## src/core/sgm_pkg.sv

```systemverilog
package sgm_pkg;
   localparam int ADDR_W = 13;
   localparam int DATA_W = 8;
   localparam int ACC_W = 32;
   localparam int PHASE_W = 16;
   localparam int PERIOD_W = 24;
   localparam int RESULT_W = 20;

   localparam logic [12:0] OFS_SYNC_CTL = 13'h0100;
   localparam logic [12:0] OFS_FILT_CTL = 13'h0103;
   localparam logic [12:0] OFS_MON_CTL = 13'h0112;
   localparam logic [12:0] OFS_MON_PER0 = 13'h0113;
   localparam logic [12:0] OFS_MON_PER1 = 13'h0114;
   localparam logic [12:0] OFS_MON_PER2 = 13'h0115;
   localparam logic [12:0] OFS_RES_A0 = 13'h0116;
   localparam logic [12:0] OFS_RES_A1 = 13'h0117;
   localparam logic [12:0] OFS_RES_A2 = 13'h0118;
   localparam logic [12:0] OFS_RES_B0 = 13'h0119;
   localparam logic [12:0] OFS_RES_B1 = 13'h011a;
   localparam logic [12:0] OFS_RES_B2 = 13'h011b;
   localparam logic [12:0] OFS_OSC_CTL = 13'h011d;
   localparam logic [12:0] OFS_FREQ0 = 13'h011e;
   localparam logic [12:0] OFS_FREQ1 = 13'h011f;
   localparam logic [12:0] OFS_FREQ2 = 13'h0120;
   localparam logic [12:0] OFS_FREQ3 = 13'h0121;
   localparam logic [12:0] OFS_PHASE0 = 13'h0122;
   localparam logic [12:0] OFS_PHASE1 = 13'h0123;

   // Sync control field positions
   localparam int SYNC_MASTER = 0;
   localparam int SYNC_OSC_EN = 3;
   localparam int SYNC_OSC_ONCE = 4;
   localparam int SYNC_HB_EN = 5;
   localparam int SYNC_HB_ONCE = 6;
   localparam int SYNC_MON_EN = 7;
   localparam logic [7:0] SYNC_CTL_MASK = 8'hf9;

   localparam int FILT_ALT_PHASE = 3;
   localparam logic [7:0] FILT_CTL_MASK = 8'h0e;
   localparam logic [7:0] FILT_CTL_FIXED = 8'h01;
   localparam int MON_MS_SEL = 3;
   localparam logic [7:0] MON_CTL_MASK = 8'h8f;
   localparam logic [7:0] OSC_CTL_MASK = 8'h07;
   localparam int OSC_ENABLE = 0;

   localparam logic [7:0] RST_BYTE = 8'h00;
   localparam logic [7:0] RST_FILT_CTL = 8'h00;
endpackage

```

## src/core/sgm_sync_if.sv

```systemverilog
interface sgm_sync_if;
   logic rise;
   modport src (output rise);
   modport dst (input rise);
endinterface

```

## src/core/sgm_regs.sv

```systemverilog
module sgm_regs #(
   parameter int ADDR_W = sgm_pkg::ADDR_W,
   parameter int ACC_W = sgm_pkg::ACC_W,
   parameter int RESULT_W = sgm_pkg::RESULT_W
) (
   input wire logic clock,
   input wire logic nrst,
   input wire logic sync_pin,
   input wire logic reg_wr,
   input wire logic reg_rd,
   input wire logic [ADDR_W-1:0] reg_addr,
   input wire logic [7:0] reg_wdata,
   output logic [7:0] reg_rdata,
   output logic reg_rvalid,
   input wire logic [RESULT_W-1:0] mon_result_a,
   input wire logic [RESULT_W-1:0] mon_result_b,
   output logic mon_sync,
   output logic mon_enable,
   output logic mon_ms_select,
   output logic [1:0] mon_mode,
   output logic mon_complex,
   output logic [23:0] mon_period,
   output logic hb_sync,
   output logic hb_alt_phase,
   output logic hb_spectral_rev,
   output logic hb_high_pass,
   output logic osc_sync,
   output logic [2:0] osc_ctl,
   output logic [ACC_W-1:0] osc_phase_acc
);
   logic [7:0] sync_ctl_r;
   logic [7:0] filt_ctl_r;
   logic [7:0] mon_ctl_r;
   logic [7:0] osc_ctl_r;
   logic [23:0] period_r;
   logic [31:0] freq_r;
   logic [15:0] phase_r;
   logic [ACC_W-1:0] acc_r;
   logic [7:0] rdata_r;
   logic rvalid_r;
   logic mon_sync_r;
   logic hb_sync_r;
   logic osc_sync_r;
   logic master;
   logic mon_fire;
   logic hb_fire;
   logic osc_fire;
   logic ctl_wr;

   sgm_sync_if ev ();

   sgm_sync_edge u_edge (
      .clock(clock),
      .nrst(nrst),
      .sync_pin(sync_pin),
      .ev(ev)
   );

   function automatic logic hit(input logic [ADDR_W-1:0] a, input logic [12:0] ofs);
      hit = (a == ADDR_W'(ofs));
   endfunction

   assign ctl_wr = reg_wr && hit(reg_addr, sgm_pkg::OFS_SYNC_CTL);
   assign master = sync_ctl_r[sgm_pkg::SYNC_MASTER];

   // Each gate qualifies one edge event with its own enable and the master bit
   assign mon_fire = ev.rise && master && sync_ctl_r[sgm_pkg::SYNC_MON_EN];
   assign hb_fire = ev.rise && master && sync_ctl_r[sgm_pkg::SYNC_HB_EN];
   assign osc_fire = ev.rise && master && sync_ctl_r[sgm_pkg::SYNC_OSC_EN];

   // Sync control: a host write in the same cycle as a first-only clear
   // wins, so a freshly armed enable is never lost.
   always_ff @(posedge clock or negedge nrst) begin
      if (!nrst) begin
         sync_ctl_r <= sgm_pkg::RST_BYTE;
      end else if (ctl_wr) begin
         sync_ctl_r <= reg_wdata & sgm_pkg::SYNC_CTL_MASK;
      end else begin
         if (hb_fire && sync_ctl_r[sgm_pkg::SYNC_HB_ONCE]) begin
            sync_ctl_r[sgm_pkg::SYNC_HB_EN] <= 1'b0;
         end
         if (osc_fire && sync_ctl_r[sgm_pkg::SYNC_OSC_ONCE]) begin
            sync_ctl_r[sgm_pkg::SYNC_OSC_EN] <= 1'b0;
         end
      end
   end

   // Plain read/write configuration registers
   always_ff @(posedge clock or negedge nrst) begin
      if (!nrst) begin
         filt_ctl_r <= sgm_pkg::RST_FILT_CTL;
         mon_ctl_r <= sgm_pkg::RST_BYTE;
         osc_ctl_r <= sgm_pkg::RST_BYTE;
      end else if (reg_wr) begin
         if (hit(reg_addr, sgm_pkg::OFS_FILT_CTL)) begin
            filt_ctl_r <= reg_wdata & sgm_pkg::FILT_CTL_MASK;
         end
         if (hit(reg_addr, sgm_pkg::OFS_MON_CTL)) begin
            mon_ctl_r <= reg_wdata & sgm_pkg::MON_CTL_MASK;
         end
         if (hit(reg_addr, sgm_pkg::OFS_OSC_CTL)) begin
            osc_ctl_r <= reg_wdata & sgm_pkg::OSC_CTL_MASK;
         end
      end
   end

   always_ff @(posedge clock or negedge nrst) begin
      if (!nrst) begin
         period_r <= {3{sgm_pkg::RST_BYTE}};
      end else if (reg_wr) begin
         if (hit(reg_addr, sgm_pkg::OFS_MON_PER0)) begin
            period_r[7:0] <= reg_wdata;
         end
         if (hit(reg_addr, sgm_pkg::OFS_MON_PER1)) begin
            period_r[15:8] <= reg_wdata;
         end
         if (hit(reg_addr, sgm_pkg::OFS_MON_PER2)) begin
            period_r[23:16] <= reg_wdata;
         end
      end
   end

   always_ff @(posedge clock or negedge nrst) begin
      if (!nrst) begin
         freq_r <= {4{sgm_pkg::RST_BYTE}};
         phase_r <= {2{sgm_pkg::RST_BYTE}};
      end else if (reg_wr) begin
         if (hit(reg_addr, sgm_pkg::OFS_FREQ0)) begin
            freq_r[7:0] <= reg_wdata;
         end
         if (hit(reg_addr, sgm_pkg::OFS_FREQ1)) begin
            freq_r[15:8] <= reg_wdata;
         end
         if (hit(reg_addr, sgm_pkg::OFS_FREQ2)) begin
            freq_r[23:16] <= reg_wdata;
         end
         if (hit(reg_addr, sgm_pkg::OFS_FREQ3)) begin
            freq_r[31:24] <= reg_wdata;
         end
         if (hit(reg_addr, sgm_pkg::OFS_PHASE0)) begin
            phase_r[7:0] <= reg_wdata;
         end
         if (hit(reg_addr, sgm_pkg::OFS_PHASE1)) begin
            phase_r[15:8] <= reg_wdata;
         end
      end
   end

   // Registered sync pulses to the target blocks
   always_ff @(posedge clock or negedge nrst) begin
      if (!nrst) begin
         mon_sync_r <= 1'b0;
         hb_sync_r <= 1'b0;
         osc_sync_r <= 1'b0;
      end else begin
         mon_sync_r <= mon_fire;
         hb_sync_r <= hb_fire;
         osc_sync_r <= osc_fire;
      end
   end

   // Phase accumulator; the offset sits in the top bits so a reload
   // lands on the programmed phase exactly
   always_ff @(posedge clock or negedge nrst) begin
      if (!nrst) begin
         acc_r <= '0;
      end else if (osc_fire) begin
         acc_r <= {phase_r, (ACC_W - 16)'(0)};
      end else if (osc_ctl_r[sgm_pkg::OSC_ENABLE]) begin
         acc_r <= acc_r + ACC_W'(freq_r);
      end
   end

   // Register readback, one cycle after the read strobe
   always_ff @(posedge clock or negedge nrst) begin
      if (!nrst) begin
         rdata_r <= 8'h00;
         rvalid_r <= 1'b0;
      end else begin
         rvalid_r <= reg_rd;
         if (reg_rd) begin
            case (reg_addr)
               ADDR_W'(sgm_pkg::OFS_SYNC_CTL): rdata_r <= sync_ctl_r;
               ADDR_W'(sgm_pkg::OFS_FILT_CTL): rdata_r <= filt_ctl_r | sgm_pkg::FILT_CTL_FIXED;
               ADDR_W'(sgm_pkg::OFS_MON_CTL): rdata_r <= mon_ctl_r;
               ADDR_W'(sgm_pkg::OFS_MON_PER0): rdata_r <= period_r[7:0];
               ADDR_W'(sgm_pkg::OFS_MON_PER1): rdata_r <= period_r[15:8];
               ADDR_W'(sgm_pkg::OFS_MON_PER2): rdata_r <= period_r[23:16];
               ADDR_W'(sgm_pkg::OFS_RES_A0): rdata_r <= mon_result_a[7:0];
               ADDR_W'(sgm_pkg::OFS_RES_A1): rdata_r <= mon_result_a[15:8];
               ADDR_W'(sgm_pkg::OFS_RES_A2): rdata_r <= {4'h0, mon_result_a[19:16]};
               ADDR_W'(sgm_pkg::OFS_RES_B0): rdata_r <= mon_result_b[7:0];
               ADDR_W'(sgm_pkg::OFS_RES_B1): rdata_r <= mon_result_b[15:8];
               ADDR_W'(sgm_pkg::OFS_RES_B2): rdata_r <= {4'h0, mon_result_b[19:16]};
               ADDR_W'(sgm_pkg::OFS_OSC_CTL): rdata_r <= osc_ctl_r;
               ADDR_W'(sgm_pkg::OFS_FREQ0): rdata_r <= freq_r[7:0];
               ADDR_W'(sgm_pkg::OFS_FREQ1): rdata_r <= freq_r[15:8];
               ADDR_W'(sgm_pkg::OFS_FREQ2): rdata_r <= freq_r[23:16];
               ADDR_W'(sgm_pkg::OFS_FREQ3): rdata_r <= freq_r[31:24];
               ADDR_W'(sgm_pkg::OFS_PHASE0): rdata_r <= phase_r[7:0];
               ADDR_W'(sgm_pkg::OFS_PHASE1): rdata_r <= phase_r[15:8];
               default: rdata_r <= 8'h00;
            endcase
         end
      end
   end

   assign reg_rdata = rdata_r;
   assign reg_rvalid = rvalid_r;
   assign mon_sync = mon_sync_r;
   assign hb_sync = hb_sync_r;
   assign osc_sync = osc_sync_r;
   assign osc_phase_acc = acc_r;
   assign osc_ctl = osc_ctl_r[2:0];
   assign hb_alt_phase = filt_ctl_r[sgm_pkg::FILT_ALT_PHASE];
   assign hb_spectral_rev = filt_ctl_r[2];
   assign hb_high_pass = filt_ctl_r[1];
   assign mon_ms_select = mon_ctl_r[sgm_pkg::MON_MS_SEL];
   assign mon_mode = mon_ctl_r[2:1];
   assign mon_enable = mon_ctl_r[0];
   assign mon_complex = mon_ctl_r[7];
   assign mon_period = period_r;
endmodule

```

## src/core/sgm_sync_edge.sv

```systemverilog
// Pin resynchroniser followed by a rising edge detector
module sgm_sync_edge (
   input wire logic clock,
   input wire logic nrst,
   input wire logic sync_pin,
   sgm_sync_if.src ev
);
   logic meta_r;
   logic stable_r;
   logic prev_r;

   always_ff @(posedge clock or negedge nrst) begin
      if (!nrst) begin
         meta_r <= 1'b0;
         stable_r <= 1'b0;
         prev_r <= 1'b0;
      end else begin
         meta_r <= sync_pin;
         stable_r <= meta_r;
         prev_r <= stable_r;
      end
   end

   // One pulse per rising edge, however long the pin stays high
   assign ev.rise = stable_r & ~prev_r;
endmodule

```

## config.mk

```make
export PLATFORM = sky130hd
export DESIGN_NAME = sgm_regs
export DESIGN_NICKNAME = d
export VERILOG_FILES = /design/src/core/sgm_pkg.sv /design/src/core/sgm_sync_if.sv /design/src/core/sgm_regs.sv /design/src/core/sgm_sync_edge.sv
export SDC_FILE = /design/constraint.sdc
export NUM_CORES = 1
export LEC_CHECK = 0
export ABC_AREA = 1
export BUFFER_PORTS_ARGS = -buffer_cell sky130_fd_sc_hd__buf_2
export CAP_MARGIN = 20
export CORE_AREA = 4 4 130 132
export CTS_BUF_LIST = sky130_fd_sc_hd__clkbuf_16
export CTS_CLUSTER_DIAMETER = 200
export DETAILED_ROUTE_END_ITERATION = 16
export DIE_AREA = 0 0 134 136
export PLACE_DENSITY = 0.8
export SYNTH_ARGS = -nofsm -noshare
export SYNTH_HDL_FRONTEND = slang
export SYNTH_SLANG_ARGS = --single-unit
```

## constraint.sdc

```tcl
create_clock -name clock -period 2.46 [get_ports clock]
set_input_delay 0.369 -clock clock [delete_from_list [all_inputs] [get_ports clock]]
set_output_delay 0.369 -clock clock [all_outputs]
set_load 0.02 [all_outputs]
```

== After elaboration in Yosys (flattened, before gate mapping) ==
Cells that the tools add are included.
Word-level totals
  flip-flop bits (word level): 136
  input bits: 66
  output and inout port bits: 79
  logic and storage cells: 75
Operators by class
  $add $sub $neg: 1
  muxes and demuxes: 7
  equal/unequal tests: 19
  reduce and logical (&&, ||, !) cells: 22
  bitwise operators: 2
Operator list (count)
  13-bit by 9-bit equality test with 1-bit output (second input constant): 19
  8-bit case mux with 19 select lines: 1
  32-bit two-way mux: 2
  32-bit adder: 1
  2-bit AND reduction: 12
  1-bit logical AND: 7
  2-bit nonzero test: 3
  1-bit two-way mux: 4
  1-bit bitwise AND: 1
  1-bit NOT: 1

== Depth between registers and ports, before layout ==
  depth in word-level cells: 7
  gate-level depth with buffers: 13
  mapped depth without buffers: 13

== By module ==
From an unflattened synthesis, not the netlist that was laid out.
Second synthesis, totals
  cell total of the unflattened synthesis: 1288
  area total of the unflattened synthesis: 8947.3 µm²
By module, submodules not included
  sgm_regs: area an instance 8862.2 µm², instances 1, cells an instance 1283, seq. area each 3328.2 µm²
  sgm_sync_edge: area an instance 85.1 µm², instances 1, cells an instance 5, seq. area each 75.1 µm²

== Worst setup path after synthesis ==
Ideal clock, no wire load.
  kind: register to register
  start point: reg acc_r[0] (netlist: osc_phase_acc[0])
  end point: reg acc_r[30] (netlist: osc_phase_acc[30])
  path slack: 0.502 ns
  buffers on the path: 0
  required time: 2.343 ns
  stages on the path, launching flop included: 13
  arrival time: 1.840 ns
  setup time: 0.117 ns
  cells stage by stage: dfrtp_1 > ha_1 > fa_1 > nand3_1 > nand2_1 > nand2_1 > nand2_1 > nand2_1 > nand2_1 > nand2_1 > nand3_1 > nand3_1 > nand2_1
On the way
  cells in the longest elaborated chain, start to end: 3
Ends and longest elaborated chain
  start, declared: RTL line sgm_regs.sv:38  | logic [ACC_W-1:0] acc_r;
  start signal, assigned: RTL line sgm_regs.sv:168  | acc_r <= {phase_r, (ACC_W - 16)'(0)};
  start signal, assigned: RTL line sgm_regs.sv:170  | acc_r <= acc_r + ACC_W'(freq_r);
  32-bit adder: RTL line sgm_regs.sv:170
  32-bit two-way mux: RTL line sgm_regs.sv:169  | end else if (osc_ctl_r[sgm_pkg::OSC_ENABLE]) begin
  32-bit two-way mux: RTL line sgm_regs.sv:167  | end else if (osc_fire) begin
No other way between the ends. The select of a mux whose other input is x is not followed.
A chain may end at the register's enable or synchronous reset.

== Worst setup path in the final report ==
  start point: reg acc_r[0] (netlist: osc_phase_acc[0])
  end point: reg acc_r[22] (netlist: osc_phase_acc[22])
Same word-level chain as after synthesis.

==> impl_metrics.json <==
{
  "status": "finished, final reports clean",
  "post_cts_buffers": 0,
  "maxCapViolations": 0,
  "fp-row-count": 46,
  "nets": 1489,
  "initial_core_util": 0.572,
  "fin_util": 0.663,
  "worst_pin_slew_ns": 0.666,
  "dpl.hpwl_mm": 20.4,
  "power_leakage_nw": 5.79,
  "grtUsageTotal": 0.309,
  "cts.clk_slew.worst_paths_ns": 0.06,
  "syn_area_um2": 8980,
  "rsz0062_at_grt": "false",
  "core-area_um2": 15700,
  "yosysWarnings": 0,
  "path_buf_inv": 0,
  "grt_max_degree": 69,
  "wl_per_cell_um": 17.1,
  "finClkSkew_ns": 0.0117,
  "ys_seq_area_frac": 0.379,
  "grt.overflow.total": 0,
  "drtIter0Drc": 891,
  "ys_ff_latch": 136,
  "die_w_um": 134,
  "slew_headroom": 0.556,
  "portBuffers": 144,
  "endpoint_kind": "register",
  "cts.repair.resized": 0,
  "drive_gt1_frac": 0.173,
  "p_per_area_nw_per_um2": 502,
  "critical_path_class": "register to register",
  "ir_drop_uv": 580,
  "yosysUniqueCellTypes": 32,
  "cp_slowest_cell": "dfrtp_1",
  "critPathMaxFanout": 5,
  "worst_ep_arrival_time_ns": 2.46,
  "clockBufferDepth": 2,
  "first_pass_iters": 6,
  "root_buffer": "clkbuf_16",
  "syn_inst": 1258,
  "cp_cell_sequence": "ha_1 -> fa_1 -> nand3_1 -> nand2_1 -> nand2_1 -> nand2_1 -> nand2_1 -> nand2_1 -> nand2_1 -> nand3b_1 -> nand3_1 -> nand2_1",
  "areaGrowthSynthToFinish_pct": 15.9,
  "ant_nets": 0,
  "antenna_found_initial": 1,
  "ios": 145,
  "fin_ws_ns": 0.301,
  "crit_top_cell": "nand2_1",
  "path_delay_family": "simple AND/OR/NAND/NOR gates",
  "synthesis.nets": 1356,
  "cp-start-kind": "register",
  "finalPower_w": 0.00523,
  "cts_buffers": 17,
  "place_congestion": 0.972,
  "fin_tns_setup_ns": 0,
  "required_ns": 2.77,
  "report.final.slew_viol_count": 0,
  "vias": 8975,
  "drc_errors": 0,
  "setup-violations-final": 0,
  "cts_tree": "built",
  "grt_pass1_vias": 8441,
  "clock-sinks": 136,
  "slowest_delay_ns": 0.40,
  "dieArea_um2": 18200,
  "htreeDepth": 4,
  "die_h_um": 136,
  "drt_wl_total_mm": 27.7,
  "grt_pass1_wl_mm": 43.8,
  "hold_class": "input pin to register",
  "routed_via_density": 5.54,
  "layout_worst_path_cycle_share": 0.878,
  "dpl_worst_slack_ns": 0.367,
  "clock_latency_ns": 0.42,
  "final_cells": 1621,
  "avgSynthCellArea_um2": 7.14,
  "place_inst": 1587,
  "finalCriticalPeriod_ns": 2.16,
  "max_freq_mhz": 463,
  "finalHoldViolCount": 0
}
## report_power, final
part	switching [W]	internal (W)	leakage, nW
Combinational	0.000167	0.0000616	3.59
Clock	0.00105	0.00170	0.302
Sequential	0.00000501	0.00224	1.89
Total	0.00122	0.00401	5.79
## through the flow
| stage | cell area (um2) | hold slack (ns) |
|---|---|---|
| after floorplan | 8980 | 0.0734 |
| after global placement | 9770 | 0.333 |
| after detailed placement | 9770 | 0.336 |
| after CTS | 10400 | 0.0338 |
| after global routing | 10400 | 0.0369 |
| final | 10400 | 0.0480 |
## layout make-up
class / instances / area [um2]
fillers: 1397 / 5300
multi-input cells: 941 / 4750
flip-flops and latches: 136 / 3400
repair buffers: 152 / 827
inverters: 143 / 537
clock buffers: 17 / 425
well taps: 216 / 270
clock inverters: 15 / 201
diodes: 1 / 2.50
## cells in the final DEF (no fill, tap or decap), drive strengths merged, types with 2 or more instances in the layout
master and n:
buf 151, nor2 102, ha 31, clkinv 6
nand3b 2, bufinv 4, nand3 171, inv 146
a21oi 38, o21bai 6, clkbuf 17, o21ai 115
dfrtp 136, nor3 10, xnor2 4, clkinvlp 2
nand4 10, nand2 432, a22o 16
## logic make-up after synthesis
logic type                 after synthesis  share of synthesized area
adders and majority gates               32                     0.0454
DFF                                    136                      0.379
AOI/OAI and AO/OA                      175                      0.111
xor gates and xnor gates                 4                    0.00390
and+or+nand+nor                        730                      0.367
buffers and inverters                  181                     0.0932
## flip-flops by register name, summed over array words and instances (netlist names)
register and cells:
freq_r 32, osc_phase_acc 32, mon_period 24, phase_r 16
reg_rdata 8, sync_ctl_r 6, mon_ctl_r 5, filt_ctl_r 3
osc_ctl_r 3, hb_sync 1, mon_sync 1, osc_sync 1
reg_rvalid 1, u_edge.meta_r 1, u_edge.prev_r 1, u_edge.stable_r 1
## routing by layer
layer,part of all wire,global-route usage,vias up
li1,-,-,4356
met1,0.41,0.403,4130
met2,0.47,0.495,408
met3,0.085,0.0744,81
met4,0.041,0.132,0
met5,0,0,-
## worst paths after layout
| kind | from | end | slack, ns | cells past startpoint |
|---|---|---|---|---|
| max | osc_phase_acc[0]$_DFFE_PN0P_ | osc_phase_acc[22]$_DFFE_PN0P_ | 0.30 | 12 |
| min | sync_pin | u_edge.meta_r$_DFF_PN0_ | 0.05 | 1 |
| max reg2reg | osc_phase_acc[0]$_DFFE_PN0P_ | osc_phase_acc[22]$_DFFE_PN0P_ | 0.30 | 12 |
| min reg2reg | u_edge.meta_r$_DFF_PN0_ | u_edge.stable_r$_DFF_PN0_ | 0.35 | 0 |
| max in group asynchronous | nrst | osc_phase_acc[17]$_DFFE_PN0P_ | 1.22 | 3 |
| min in group asynchronous | nrst | freq_r[24]$_DFFE_PN0P_ | 0.52 | 2 |
## cell usage after synthesis
cell type | count | share of area
nand2_1 | 423 | 0.18
nand3_1 | 164 | 0.091
dfrtp_1 | 136 | 0.38
inv_1 | 132 | 0.055
nor2_1 | 80 | 0.033
o21ai_0 | 58 | 0.032
o21ai_1 | 44 | 0.025
a21oi_1 | 38 | 0.021
ha_1 | 31 | 0.043
a22o_1 | 16 | 0.016
nor2_4 | 14 | 0.018
buf_6 | 13 | 0.016
o21ai_2 | 13 | 0.013
buf_2 | 11 | 0.0061
inv_2 | 11 | 0.0046
nand4_1 | 10 | 0.0070
nor3_1 | 10 | 0.0056
buf_4 | 8 | 0.0067
nand3_4 | 7 | 0.014
nand2_2 | 6 | 0.0042
o21bai_1 | 6 | 0.0050
clkbuf_1 | 5 | 0.0021
nor2_2 | 5 | 0.0035
xnor2_1 | 4 | 0.0039
nand2_4 | 3 | 0.0038
nor2_8 | 3 | 0.0067
nand3b_1 | 2 | 0.0017
and2_1 | 1 | 0.00070
and3_1 | 1 | 0.00070
buf_12 | 1 | 0.0022
fa_1 | 1 | 0.0022
or2_2 | 1 | 0.00070
## timing repair
item,CTS,global route
endpoints found under the hold margin,66,0
setup endpoints to repair,0,0
hold buffers,1,0
No activity file was read; power rests on OpenSTA's default activity.
